===== src/shared/ssp_defines.svh =====
// Register map, field positions and mode codes of the serial port registers
`ifndef SSP_DEFINES_SVH
`define SSP_DEFINES_SVH

// ====================================================================
// Register word indices (byte address is four times the index)
`define IDX_BUFFER 8'h13
`define IDX_CONTROL 8'h14
`define IDX_CONTROL2 8'h91
`define IDX_RELOAD 8'h93
`define IDX_STATUS 8'h94

// ====================================================================
// Reset values
`define REG8_RESET 8'h00
`define CMD_RESET 5'h00
`define WORD_ZERO 24'h000000

// ====================================================================
// Status register fields
`define ST_SAMPLE 7
`define ST_EDGE 6
`define ST_DATA 5
`define ST_STOP 4
`define ST_START 3
`define ST_RW 2
`define ST_RENEW 1
`define ST_FULL 0

// ====================================================================
// Control register fields
`define CT_COLL 7
`define CT_OVF 6
`define CT_EN 5
`define CT_IDLE 4
`define CT_MODE_HI 3

// ====================================================================
// Second control register fields
`define C2_GCALL 7
`define C2_ACKST 6
`define C2_ACKVAL 5
`define C2_CMD_HI 4

// ====================================================================
// Mode field codes and the general call address
`define MODE_SPI_SLAVE_SEL 4'h4
`define MODE_SPI_SLAVE 4'h5
`define MODE_I2C_SLAVE7 4'h6
`define MODE_I2C_SLAVE10 4'h7
`define MODE_I2C_MASTER 4'h8
`define MODE_FW_MASTER 4'hB
`define MODE_FW_MASTER7 4'hE
`define MODE_FW_MASTER10 4'hF
`define GENERAL_CALL_ADDR 8'h00

`endif


===== src/shared/ssp_pkg.sv =====
// Types shared by the serial port register files
package ssp_pkg;
    typedef enum logic [0:0] {
        BUS_IDLE = 1'h0,
        BUS_ANSWER = 1'h1
    } bus_state_t;
endpackage


===== src/verilog/sync_serial_port_regs.sv =====
// Register bank of the dual mode synchronous serial port
//
// Register access over Wishbone was left to the implementer.
`timescale 1ns/1ps
`include "ssp_defines.svh"

module sync_serial_port_regs
    import ssp_pkg::*;
(
    // Clock and reset
    input wire logic clk_i,
    input wire logic rst_i,
    // Wishbone slave
    input wire logic cyc_i,
    input wire logic stb_i,
    input wire logic we_i,
    input wire logic [9:2] adr_i,
    input wire logic [3:0] sel_i,
    input wire logic [31:0] dat_i,
    output logic [31:0] dat_o,
    output logic ack_o,
    // Two-wire pins, sampled for start and stop detection
    input wire logic scl_i,
    input wire logic sda_i,
    // Events from the shift engine
    input wire logic rx_done_i,
    input wire logic [7:0] rx_byte_i,
    input wire logic byte_end_i,
    input wire logic byte_is_data_i,
    input wire logic addr_match_i,
    input wire logic addr_rw_i,
    input wire logic nack_i,
    input wire logic tx_busy_i,
    input wire logic ack_slot_i,
    input wire logic ack_bit_i,
    input wire logic renew_addr_i,
    input wire logic [4:0] cmd_done_i,
    // Transmit data to the shift engine
    output logic tx_load_o,
    output logic [7:0] tx_data_o,
    output logic [7:0] reload_o,
    // Configuration to the shift engine
    output logic port_pins_o,
    output logic sample_at_end_o,
    output logic tx_on_falling_o,
    output logic clock_idle_high_o,
    output logic slew_limit_o,
    output logic smbus_levels_o,
    output logic scl_release_o,
    output logic spi_master_o,
    output logic [1:0] spi_rate_o,
    output logic spi_slave_o,
    output logic select_pin_o,
    output logic i2c_slave_o,
    output logic addr10_o,
    output logic i2c_master_o,
    output logic fw_master_o,
    output logic cond_events_o,
    output logic [4:0] cmd_o,
    output logic ack_value_o,
    output logic general_call_o
);
    // ================================================================
    // Storage
    bus_state_t state_reg;
    bus_state_t state_next;
    logic [31:0] dat_reg;
    logic [7:0] buffer_reg;
    logic [7:0] reload_reg;
    logic enable_reg;
    logic idle_level_reg;
    logic [3:0] mode_reg;
    logic sample_reg;
    logic edge_reg;
    logic gcall_en_reg;
    logic ack_value_reg;
    logic ack_status_reg;
    logic [4:0] cmd_reg;
    logic data_flag_reg;
    logic start_seen_reg;
    logic stop_seen_reg;
    logic rw_slave_reg;
    logic sda_prev_reg;
    logic tx_load_reg;
    logic gcall_reg;

    // ================================================================
    // Bus decode
    wire answer = (state_reg == BUS_ANSWER);
    wire wr = answer & we_i & sel_i[0];
    wire rd = answer & ~we_i;
    wire hit_buf = (adr_i == `IDX_BUFFER);
    wire hit_ctl = (adr_i == `IDX_CONTROL);
    wire hit_ctl2 = (adr_i == `IDX_CONTROL2);
    wire hit_rel = (adr_i == `IDX_RELOAD);
    wire hit_st = (adr_i == `IDX_STATUS);
    wire wr_buf = wr & hit_buf;
    wire wr_ctl = wr & hit_ctl;
    wire wr_ctl2 = wr & hit_ctl2;
    wire wr_rel = wr & hit_rel;
    wire wr_st = wr & hit_st;
    wire rd_buf = rd & hit_buf;

    // ================================================================
    // Mode decode
    wire is_spi_master = (mode_reg < `MODE_SPI_SLAVE_SEL);
    wire is_spi_slave = (mode_reg == `MODE_SPI_SLAVE_SEL) |
        (mode_reg == `MODE_SPI_SLAVE);
    wire is_spi = is_spi_master | is_spi_slave;
    wire is_i2c_slave = (mode_reg == `MODE_I2C_SLAVE7) |
        (mode_reg == `MODE_I2C_SLAVE10);
    wire is_fw_master = (mode_reg == `MODE_FW_MASTER) |
        (mode_reg == `MODE_FW_MASTER7) |
        (mode_reg == `MODE_FW_MASTER10);
    wire is_i2c_master = (mode_reg == `MODE_I2C_MASTER) | is_fw_master;
    wire is_i2c = is_i2c_slave | is_i2c_master;

    // ================================================================
    // Pin synchronisers and bus condition detection
    logic scl_s;
    logic sda_s;

    sync_2ff scl_sync (
        .clk_i(clk_i),
        .rst_i(rst_i),
        .d_i(scl_i),
        .q_o(scl_s)
    );

    sync_2ff sda_sync (
        .clk_i(clk_i),
        .rst_i(rst_i),
        .d_i(sda_i),
        .q_o(sda_s)
    );

    // Data edges while the clock is high mark start and stop
    wire start_det = scl_s & sda_prev_reg & ~sda_s;
    wire stop_det = scl_s & ~sda_prev_reg & sda_s;

    // ================================================================
    // Busy, collision and buffer state
    logic full_flag;
    logic coll_flag;
    logic ovf_flag;
    logic renew_flag;

    // Master transmit reads back through the direction bit
    wire rw_bit = is_i2c_master ? tx_busy_i : rw_slave_reg;
    wire busy = rw_bit | (|cmd_reg);
    // No queueing: a busy master refuses both kinds of write
    wire collide = is_i2c_master ? busy : tx_busy_i;
    wire buf_taken = wr_buf & ~collide;
    wire full_now = full_flag & ~rd_buf;
    wire rx_load = rx_done_i & ~full_now;
    wire ovf_set = rx_done_i & full_now & (is_spi_slave | is_i2c);
    wire coll_clr = wr_ctl & ~dat_i[`CT_COLL];
    wire ovf_clr = wr_ctl & ~dat_i[`CT_OVF];
    wire full_bit = full_flag | (is_i2c & tx_busy_i);
    wire cmd_open = is_i2c_master & ~busy;
    wire [4:0] cmd_wr = (wr_ctl2 & cmd_open) ?
        dat_i[`C2_CMD_HI:0] : cmd_reg;

    sticky_flag full_sticky (
        .clk_i(clk_i),
        .rst_i(rst_i),
        .set_i(rx_done_i),
        .clr_i(rd_buf),
        .flag_o(full_flag)
    );

    sticky_flag coll_sticky (
        .clk_i(clk_i),
        .rst_i(rst_i),
        .set_i(wr_buf & collide),
        .clr_i(coll_clr),
        .flag_o(coll_flag)
    );

    sticky_flag ovf_sticky (
        .clk_i(clk_i),
        .rst_i(rst_i),
        .set_i(ovf_set),
        .clr_i(ovf_clr),
        .flag_o(ovf_flag)
    );

    // Loading the next address part retires the request
    sticky_flag renew_sticky (
        .clk_i(clk_i),
        .rst_i(rst_i),
        .set_i(renew_addr_i & is_i2c_slave & addr10_o),
        .clr_i(wr_rel),
        .flag_o(renew_flag)
    );

    // ================================================================
    // Read multiplexer
    wire [7:0] status_word = {sample_reg, edge_reg, data_flag_reg,
        stop_seen_reg, start_seen_reg, rw_bit, renew_flag, full_bit};
    wire [7:0] control_word = {coll_flag, ovf_flag, enable_reg,
        idle_level_reg, mode_reg};
    wire [7:0] control2_word = {gcall_en_reg, ack_status_reg,
        ack_value_reg, cmd_reg};
    // Unmapped indices answer with zero
    wire [7:0] rd_mux = hit_buf ? buffer_reg :
        hit_ctl ? control_word :
        hit_ctl2 ? control2_word :
        hit_rel ? reload_reg :
        hit_st ? status_word : `REG8_RESET;

    // ================================================================
    // Bus handshake
    always_comb begin
        case (state_reg)
            BUS_IDLE: begin
                state_next = (cyc_i & stb_i) ? BUS_ANSWER : BUS_IDLE;
            end
            BUS_ANSWER: begin
                state_next = BUS_IDLE;
            end
            default: begin
                state_next = BUS_IDLE;
            end
        endcase
    end

    always_ff @(posedge clk_i) begin
        if (rst_i) begin
            state_reg <= BUS_IDLE;
            dat_reg <= {`WORD_ZERO, `REG8_RESET};
        end else begin
            state_reg <= state_next;
            dat_reg <= {`WORD_ZERO, rd_mux};
        end
    end

    // ================================================================
    // Configuration registers
    always_ff @(posedge clk_i) begin
        if (rst_i) begin
            enable_reg <= 1'h0;
            idle_level_reg <= 1'h0;
            mode_reg <= 4'h0;
            sample_reg <= 1'h0;
            edge_reg <= 1'h0;
            gcall_en_reg <= 1'h0;
            ack_value_reg <= 1'h0;
            reload_reg <= `REG8_RESET;
        end else begin
            if (wr_ctl) begin
                enable_reg <= dat_i[`CT_EN];
                idle_level_reg <= dat_i[`CT_IDLE];
                mode_reg <= dat_i[`CT_MODE_HI:0];
            end
            if (wr_st) begin
                sample_reg <= dat_i[`ST_SAMPLE];
                edge_reg <= dat_i[`ST_EDGE];
            end
            if (wr_ctl2) begin
                gcall_en_reg <= dat_i[`C2_GCALL];
                ack_value_reg <= dat_i[`C2_ACKVAL];
            end
            if (wr_rel) begin
                reload_reg <= dat_i[7:0];
            end
        end
    end

    // ================================================================
    // Buffer, commands and engine status
    always_ff @(posedge clk_i) begin
        if (rst_i) begin
            buffer_reg <= `REG8_RESET;
            cmd_reg <= `CMD_RESET;
            ack_status_reg <= 1'h0;
            data_flag_reg <= 1'h0;
            tx_load_reg <= 1'h0;
            gcall_reg <= 1'h0;
        end else begin
            // A full buffer keeps its byte and the new one is lost
            if (rx_load) begin
                buffer_reg <= rx_byte_i;
            end else if (buf_taken) begin
                buffer_reg <= dat_i[7:0];
            end
            tx_load_reg <= buf_taken;
            // Issued commands self clear
            cmd_reg <= cmd_wr & ~cmd_done_i;
            if (ack_slot_i & is_i2c_master) begin
                ack_status_reg <= ack_bit_i;
            end
            if (byte_end_i & is_i2c) begin
                data_flag_reg <= byte_is_data_i;
            end
            gcall_reg <= is_i2c_slave & gcall_en_reg & rx_done_i &
                ~byte_is_data_i &
                (rx_byte_i == `GENERAL_CALL_ADDR);
        end
    end

    // ================================================================
    // Bus conditions and slave direction
    always_ff @(posedge clk_i) begin
        if (rst_i) begin
            sda_prev_reg <= 1'h1;
            start_seen_reg <= 1'h0;
            stop_seen_reg <= 1'h0;
            rw_slave_reg <= 1'h0;
        end else begin
            sda_prev_reg <= sda_s;
            if (~enable_reg) begin
                start_seen_reg <= 1'h0;
                stop_seen_reg <= 1'h0;
            end else if (is_i2c & start_det) begin
                start_seen_reg <= 1'h1;
                stop_seen_reg <= 1'h0;
            end else if (is_i2c & stop_det) begin
                start_seen_reg <= 1'h0;
                stop_seen_reg <= 1'h1;
            end
            if (start_det | stop_det | nack_i) begin
                rw_slave_reg <= 1'h0;
            end else if (addr_match_i & is_i2c_slave) begin
                rw_slave_reg <= addr_rw_i;
            end
        end
    end

    // ================================================================
    // Outputs
    assign dat_o = dat_reg;
    assign ack_o = answer;
    assign tx_load_o = tx_load_reg;
    assign tx_data_o = buffer_reg;
    assign reload_o = reload_reg;
    assign port_pins_o = enable_reg;
    assign sample_at_end_o = is_spi_master & sample_reg;
    assign tx_on_falling_o = is_spi & edge_reg;
    assign clock_idle_high_o = is_spi & idle_level_reg;
    assign slew_limit_o = is_i2c & ~sample_reg;
    assign smbus_levels_o = is_i2c & edge_reg;
    // Masters never stretch, so the release is forced there
    assign scl_release_o = ~is_i2c_slave | idle_level_reg;
    assign spi_master_o = is_spi_master;
    assign spi_rate_o = mode_reg[1:0];
    assign spi_slave_o = is_spi_slave;
    assign select_pin_o = (mode_reg == `MODE_SPI_SLAVE_SEL);
    assign i2c_slave_o = is_i2c_slave;
    assign addr10_o = (mode_reg == `MODE_I2C_SLAVE10) |
        (mode_reg == `MODE_FW_MASTER10);
    assign i2c_master_o = is_i2c_master;
    assign fw_master_o = is_fw_master;
    assign cond_events_o = (mode_reg == `MODE_FW_MASTER7) |
        (mode_reg == `MODE_FW_MASTER10);
    assign cmd_o = cmd_reg;
    assign ack_value_o = ack_value_reg;
    assign general_call_o = gcall_reg;
endmodule


===== src/verilog/sync_2ff.sv =====
// Two flip-flop synchroniser for one asynchronous level
`timescale 1ns/1ps
module sync_2ff (
    // Clock and reset
    input wire logic clk_i,
    input wire logic rst_i,
    // Level in and out
    input wire logic d_i,
    output logic q_o
);
    logic meta_reg;
    logic q_reg;

    always_ff @(posedge clk_i) begin
        if (rst_i) begin
            // Pins idle high under pull-ups; a low reset fakes an edge
            meta_reg <= 1'h1;
            q_reg <= 1'h1;
        end else begin
            meta_reg <= d_i;
            q_reg <= meta_reg;
        end
    end

    assign q_o = q_reg;
endmodule


===== src/verilog/sticky_flag.sv =====
// Sticky status flag where a hardware set beats a clear
`timescale 1ns/1ps
module sticky_flag (
    // Clock and reset
    input wire logic clk_i,
    input wire logic rst_i,
    // Set and clear
    input wire logic set_i,
    input wire logic clr_i,
    output logic flag_o
);
    logic flag_reg;

    always_ff @(posedge clk_i) begin
        if (rst_i) begin
            flag_reg <= 1'h0;
        end else if (set_i) begin
            flag_reg <= 1'h1;
        end else if (clr_i) begin
            flag_reg <= 1'h0;
        end
    end

    assign flag_o = flag_reg;
endmodule


===== config.mk =====
export PLATFORM = sky130hd
export DESIGN_NAME = sync_serial_port_regs
export DESIGN_NICKNAME = d
export VERILOG_FILES = /design/src/shared/ssp_pkg.sv /design/src/verilog/sync_serial_port_regs.sv /design/src/verilog/sync_2ff.sv /design/src/verilog/sticky_flag.sv
export VERILOG_INCLUDE_DIRS = /design/src /design/src/shared
export SDC_FILE = /design/constraint.sdc
export NUM_CORES = 1
export LEC_CHECK = 0
export ABC_AREA = 0
export CAP_MARGIN = 20
export CORE_MARGIN = 2
export CORE_UTILIZATION = 25
export CTS_BUF_LIST = sky130_fd_sc_hd__clkbuf_4 sky130_fd_sc_hd__clkbuf_8 sky130_fd_sc_hd__clkbuf_16
export DETAILED_ROUTE_END_ITERATION = 8
export DONT_BUFFER_PORTS = 1
export SLEW_MARGIN = 25
export SYNTH_ARGS = -nofsm -noshare
export SYNTH_HDL_FRONTEND = slang
export SYNTH_SLANG_ARGS = --single-unit

===== constraint.sdc =====
create_clock -name clk_i -period 2.4 [get_ports clk_i]
set_input_delay 0.48 -clock clk_i [delete_from_list [all_inputs] [get_ports clk_i]]
set_output_delay 0.48 -clock clk_i [all_outputs]
set_load 0.01 [all_outputs]

==> results of run 1 <==
## stage by stage
step	hold WS (ns)	cells	setup WS [ns]
floorplan	0.389	353	0.212
global placement	0.393	471	0.274
detailed placement	0.393	471	0.291
CTS	0.238	479	0.0883
global route	0.232	479	0.0253
finish	0.239	479	0.105
## logic make-up (layout without fill, tap and decap cells)
group	after synthesis	in the layout	synth area share
mux	26	26	0.0909
xor+xnor	1	1	0.00305
compound gates	76	76	0.196
simple gates	120	120	0.220
other cells	1	24	0.00130
flops	56	56	0.390
buf+inv	50	33	0.0992
## per-layer routing
metal	vias up	global-route usage	part of all wire
met1	1136	0.165	0.40
met3	15	0.0569	0.11
li1	1132	-	-
met2	94	0.229	0.47
met4	0	0.0444	0.024
met5	-	0	0
## layout make-up
type | instances | area, µm²
sequential | 56 | 1120
timing repair buffer | 18 | 135
clock buffer | 6 | 133
inverter | 7 | 26.3
tap | 143 | 179
multi-input combinational | 247 | 1560
clock inverter | 2 | 38.8
fill | 1222 | 8130
## critical path, delay by kind of cell, from the launching register on
family	cells	cell delay (ns)
DFF	1	0.32
and+or+nand+nor	2	0.67
AOI/OAI and AO/OA	1	0.36
buffers and inverters	1	0.17
## worst min-delay path by stage
stage,cells past startpoint,startpoint,endpoint
6_report,1,rst_i,tx_data_o[6]
5_1_grt,1,rst_i,tx_data_o[7]
4_1_cts,1,rst_i,tx_data_o[4]
3_5_place_dp,1,sda_sync.meta_reg,sda_sync.q_o
3_3_place_gp,1,scl_sync.meta_reg,scl_sync.q_o
2_1_floorplan,1,scl_sync.meta_reg,scl_sync.q_o
## where the power goes
part	switching (mW)	total (mW)	internal [mW]
sequential	0.0205	0.965	0.945
combinational	0.0591	0.101	0.0422
clock	0.355	0.864	0.509
total	0.434	1.93	1.50
## cell usage after synthesis (7+ instances only)
cell,n,area [µm²]
buf_4,26,195
nor2_1,38,143
dfxtp_1,56,1120
nor3_1,11,55.1
clkbuf_1,16,60.1
a21oi_1,26,130
a211oi_2,8,100
nand3_1,9,45.0
mux2i_1,25,250
o21ai_0,10,50.1
nor2b_1,7,43.8
nand2_1,20,75.1
==> flow_metrics.tcl, run 1 <==
set metrics [dict create \
    crit_path_top_delay_cell "nor4b_1" \
    place.gp.congestion 0.824 \
    grt_overflow 0 \
    first_pass_iters 4 \
    synth_seq_area_share 0.390 \
    dp.final_hpwl_um 6980 \
    grt_pass1_vias 2325 \
    die_w_um 111 \
    grt_usage 0.139 \
    endpoint "slew_limit_o" \
    core_mm2 0.0113 \
    yosysWarnings 0 \
    cts-root-buf "clkbuf_16" \
    crit_chain "buf_4 -> nor4b_1 -> a21o_1 -> nor2b_1" \
    clkTransAtPathRegs_ns 0.07 \
    grt_pass1_wl_um 13500 \
    io_buffer_count 0 \
    fin_util 0.282 \
    hold_viol 0 \
    ys_ff_latch 56 \
    ir_drop_uv 323 \
    initial_core_util 0.254 \
    clk-insertion-delay-late_ns 0.30 \
    synth_edf_count 0 \
    power.leakage_nw 1.31 \
    start_kind "flop" \
    rsz0062_at_grt "no" \
    power_mw 1.93 \
    avgSynthCellArea_um2 8.71 \
    floorplan.die_area_mm2 0.0124 \
    synth.distinct_cells 51 \
    dpl_cell_area_mm2 0.00302 \
    drv_cap 0 \
    row_count 39 \
    cp_data_required_time_ns 1.92 \
    grt_max_degree 57 \
    dr.first_iter.drc_count 146 \
    ff2ff_path_depth 7 \
    arrival_ns 1.81 \
    reg2reg_setup_slack_ns 0.24 \
    drive_gt1_frac 0.140 \
    setup-tns-final_ns 0 \
    fp.dieH_um 111 \
    final_cell_mix "dfxtp_1 (56), nor2_1 (38), a21oi_1 (26), mux2i_1 (25), conb_1 (24)" \
    finalCritPeriodShare 0.956 \
    synth_flop_cell "dfxtp_1" \
    fin_crit_ns 2.29 \
    drc 0 \
    r2r_start "mode_reg[0]" \
    avgViaCountPerCell 4.96 \
    final_common_cell "dfxtp_1" \
    netlist_area_mm2 0.00288 \
    htreeDepth 2 \
    tritoncts "built" \
    final_area_mm2 0.00319 \
    setup_viol 0 \
    cts_sinks 56 \
    skew_ns 0.00735 \
    cts_made_buffers 5 \
    async_reset_ff_frac 0 \
    wl_per_cell_um 18.5 \
    ios 148 \
    post_cts_buffers 0 \
    ant_nets 0 \
    max-clock-path-buffers 2 \
    hold_path_class "in2reg" \
    cts_resized 0 \
    diodes 0 \
    critPathLaunch "mode_reg[0]" \
    r2r-end "cmd_o[1]" \
    worstMarginPinSlew_ns 0.653 \
    cts_hold_buf 0 \
    finalNetCount 409 \
    outcome "finished, final reports clean" \
    fmax_ghz 0.436 \
    crit_type "reg2out" \
    maxSlewViolCount 0 \
    dr_total_vias 2377 \
    critPathMaxStageDelay_ns 0.39 \
    grt_antenna_before_repair 0 \
    routed_wl_um 8860 \
    pwr_density_cell_mw_per_mm2 606 \
    crit_path_end_kind "output port" \
    area_growth_syn_to_layout_pct 10.9 \
    worst-path-max-fanout 10 \
    relSlewSlack 0.560 \
    synth_cells 330 \
]
(Power assumes the default switching activity.)
==> run 2: changes to the inputs <==
- CORE_ASPECT_RATIO: unset -> 0.7
- CTS_CLUSTER_DIAMETER: unset -> 150
==> flow_metrics.tcl, run 2 (synthesized netlist as in run 1, its figures left out) <==
set metrics [dict create \
    place.gp.congestion 0.854 \
    power.leakage_nw 1.31 \
    row_count 32 \
    cts_sinks 56 \
    swShare 0.213 \
    dr.first_iter.drc_count 143 \
    hold_viol 0 \
    cts_resized 0 \
    avgViaCountPerCell 4.78 \
    fin_crit_ns 2.22 \
    outcome "finished, final reports clean" \
    finalCritPeriodShare 0.927 \
    internal_power_mw 1.49 \
    floorplan.die_area_mm2 0.0124 \
    diodes 0 \
    first_pass_iters 4 \
    grt_use_met2 0.219 \
    cts_hold_buf 0 \
    drive_gt1_frac 0.142 \
    fp.dieH_um 93.7 \
    crit_type "reg2out" \
    tritoncts "built" \
    start_kind "flop" \
    power_frac_clock 0.436 \
    setup-tns-final_ns 0 \
    holdCritStartpoint "rst_i" \
    max-clock-path-buffers 2 \
    final_common_cell "dfxtp_1" \
    ff_latch_area_mm2 0.00112 \
    crit_path_end_kind "output port" \
    drc 0 \
    routed_wl_um 9170 \
    dp_slack_ns 0.286 \
    skew_ns 0.00391 \
    gr-max-usage-layer "met2" \
    htreeDepth 2 \
    maxSlewViolCount 0 \
    critPathMaxStageDelay_ns 0.43 \
    grt_pass1_vias 2279 \
    fmax_ghz 0.449 \
    cp_data_required_time_ns 1.92 \
    fin_ws_ns 0.175 \
    grt_usage 0.147 \
    area_growth_syn_to_layout_pct 11.4 \
    num-fill-cells 1206 \
    arrival_ns 1.74 \
    grt_max_degree 57 \
    use_met3 0.0550 \
    initial_core_util 0.258 \
    finalNetCount 410 \
    grt_use_met1 0.207 \
    ios 148 \
    drv_cap 0 \
    ant_nets 0 \
    grt_pass1_wl_um 13800 \
    clk-insertion-delay-late_ns 0.29 \
    hold_path_class "in2reg" \
    cts-root-buf "clkbuf_16" \
    setup_viol 0 \
    wl_per_cell_um 18.7 \
    crit_path_top_delay_cell "nor4b_1" \
    cts_made_buffers 5 \
    grt_overflow 0 \
    core_mm2 0.0111 \
    critPathLaunch "mode_reg[0]" \
    relSlewSlack 0.591 \
    comb_power_share 0.054 \
    crit_chain "buf_4 -> nor4b_1 -> a21o_1 -> nor2b_1" \
    dr_total_vias 2341 \
    io_buffer_count 0 \
    post_cts_buffers 0 \
    worst-path-max-fanout 6 \
    switchingPower_mw 0.404 \
    r2r_start "mode_reg[0]" \
    dp.final_hpwl_um 7280 \
    dpl_cell_area_mm2 0.00304 \
    final_area_mm2 0.00320 \
    whs_ns 0.249 \
    ir_drop_uv 299 \
    multi_input_area_mm2 0.00156 \
    die_w_um 132 \
    clkTransAtPathRegs_ns 0.07 \
    rsz0062_at_grt "no" \
    seqPwrFrac 0.511 \
    pwr_density_cell_mw_per_mm2 591 \
    final_cell_mix "dfxtp_1 (56), nor2_1 (38), a21oi_1 (26), mux2i_1 (25), conb_1 (24)" \
    worstMarginPinSlew_ns 0.605 \
    grt_antenna_before_repair 0 \
]
-- run 2: changes by cell type in the layout (fill, tap and decap cells not counted) --
cell / previous run / this run
inv_6: 1 / 0
buf_4: 18 / 19
clkinv_2: 0 / 1
-- run 2: layer usage --
layer | part of all wire | up-vias
met5 | 0 | -
met4 | 0.0026 | 0
met3 | 0.11 | 2
met2 | 0.42 | 101
met1 | 0.46 | 1101
li1 | - | 1137
-- run 2: power by group through the flow --
stage	logic (mW)	registers, mW	clock network, mW
after floorplan	0.127	0.982	0
after global placement	0.0987	0.988	0
after detailed placement	0.101	0.989	0
after CTS	0.101	0.967	0.850
after global routing	0.114	0.969	0.889
final	0.102	0.967	0.825
-- run 2: cell type report --
type                       instances  share of cell area
tap                              153              0.0597
timing repair buffer              19              0.0445
sequential                        56               0.350
clock buffer                       6              0.0414
multi-input combinational        247               0.485
inverter                           7             0.00820
clock inverter                     2              0.0109
-- run 2: path summary, 6_finish.rpt --
kind | end | slack [ns] | depth (start not counted)
setup reg to reg | tx_data_o[1] | 0.26 | 8
hold / removal | tx_data_o[0] | 0.25 | 1
setup / recovery | slew_limit_o | 0.18 | 4
hold reg to reg | scl_sync.q_o | 0.41 | 1
-- run 2: critical path: cells and delay by family (launching register included) --
| kind | cells | cell delay, ns |
|---|---|---|
| simple gates | 2 | 0.69 |
| flops | 1 | 0.35 |
| compound gates | 1 | 0.24 |
| buf+inv | 1 | 0.18 |
-- run 2: metrics by stage --
step,instances,total power [mW],utilization
2_1_floorplan,353,1.11,-
3_3_place_gp,482,1.09,0.273
3_5_place_dp,482,1.09,0.273
4_1_cts,490,1.92,0.288
5_1_grt,490,1.97,0.288
6_report,490,1.89,0.288
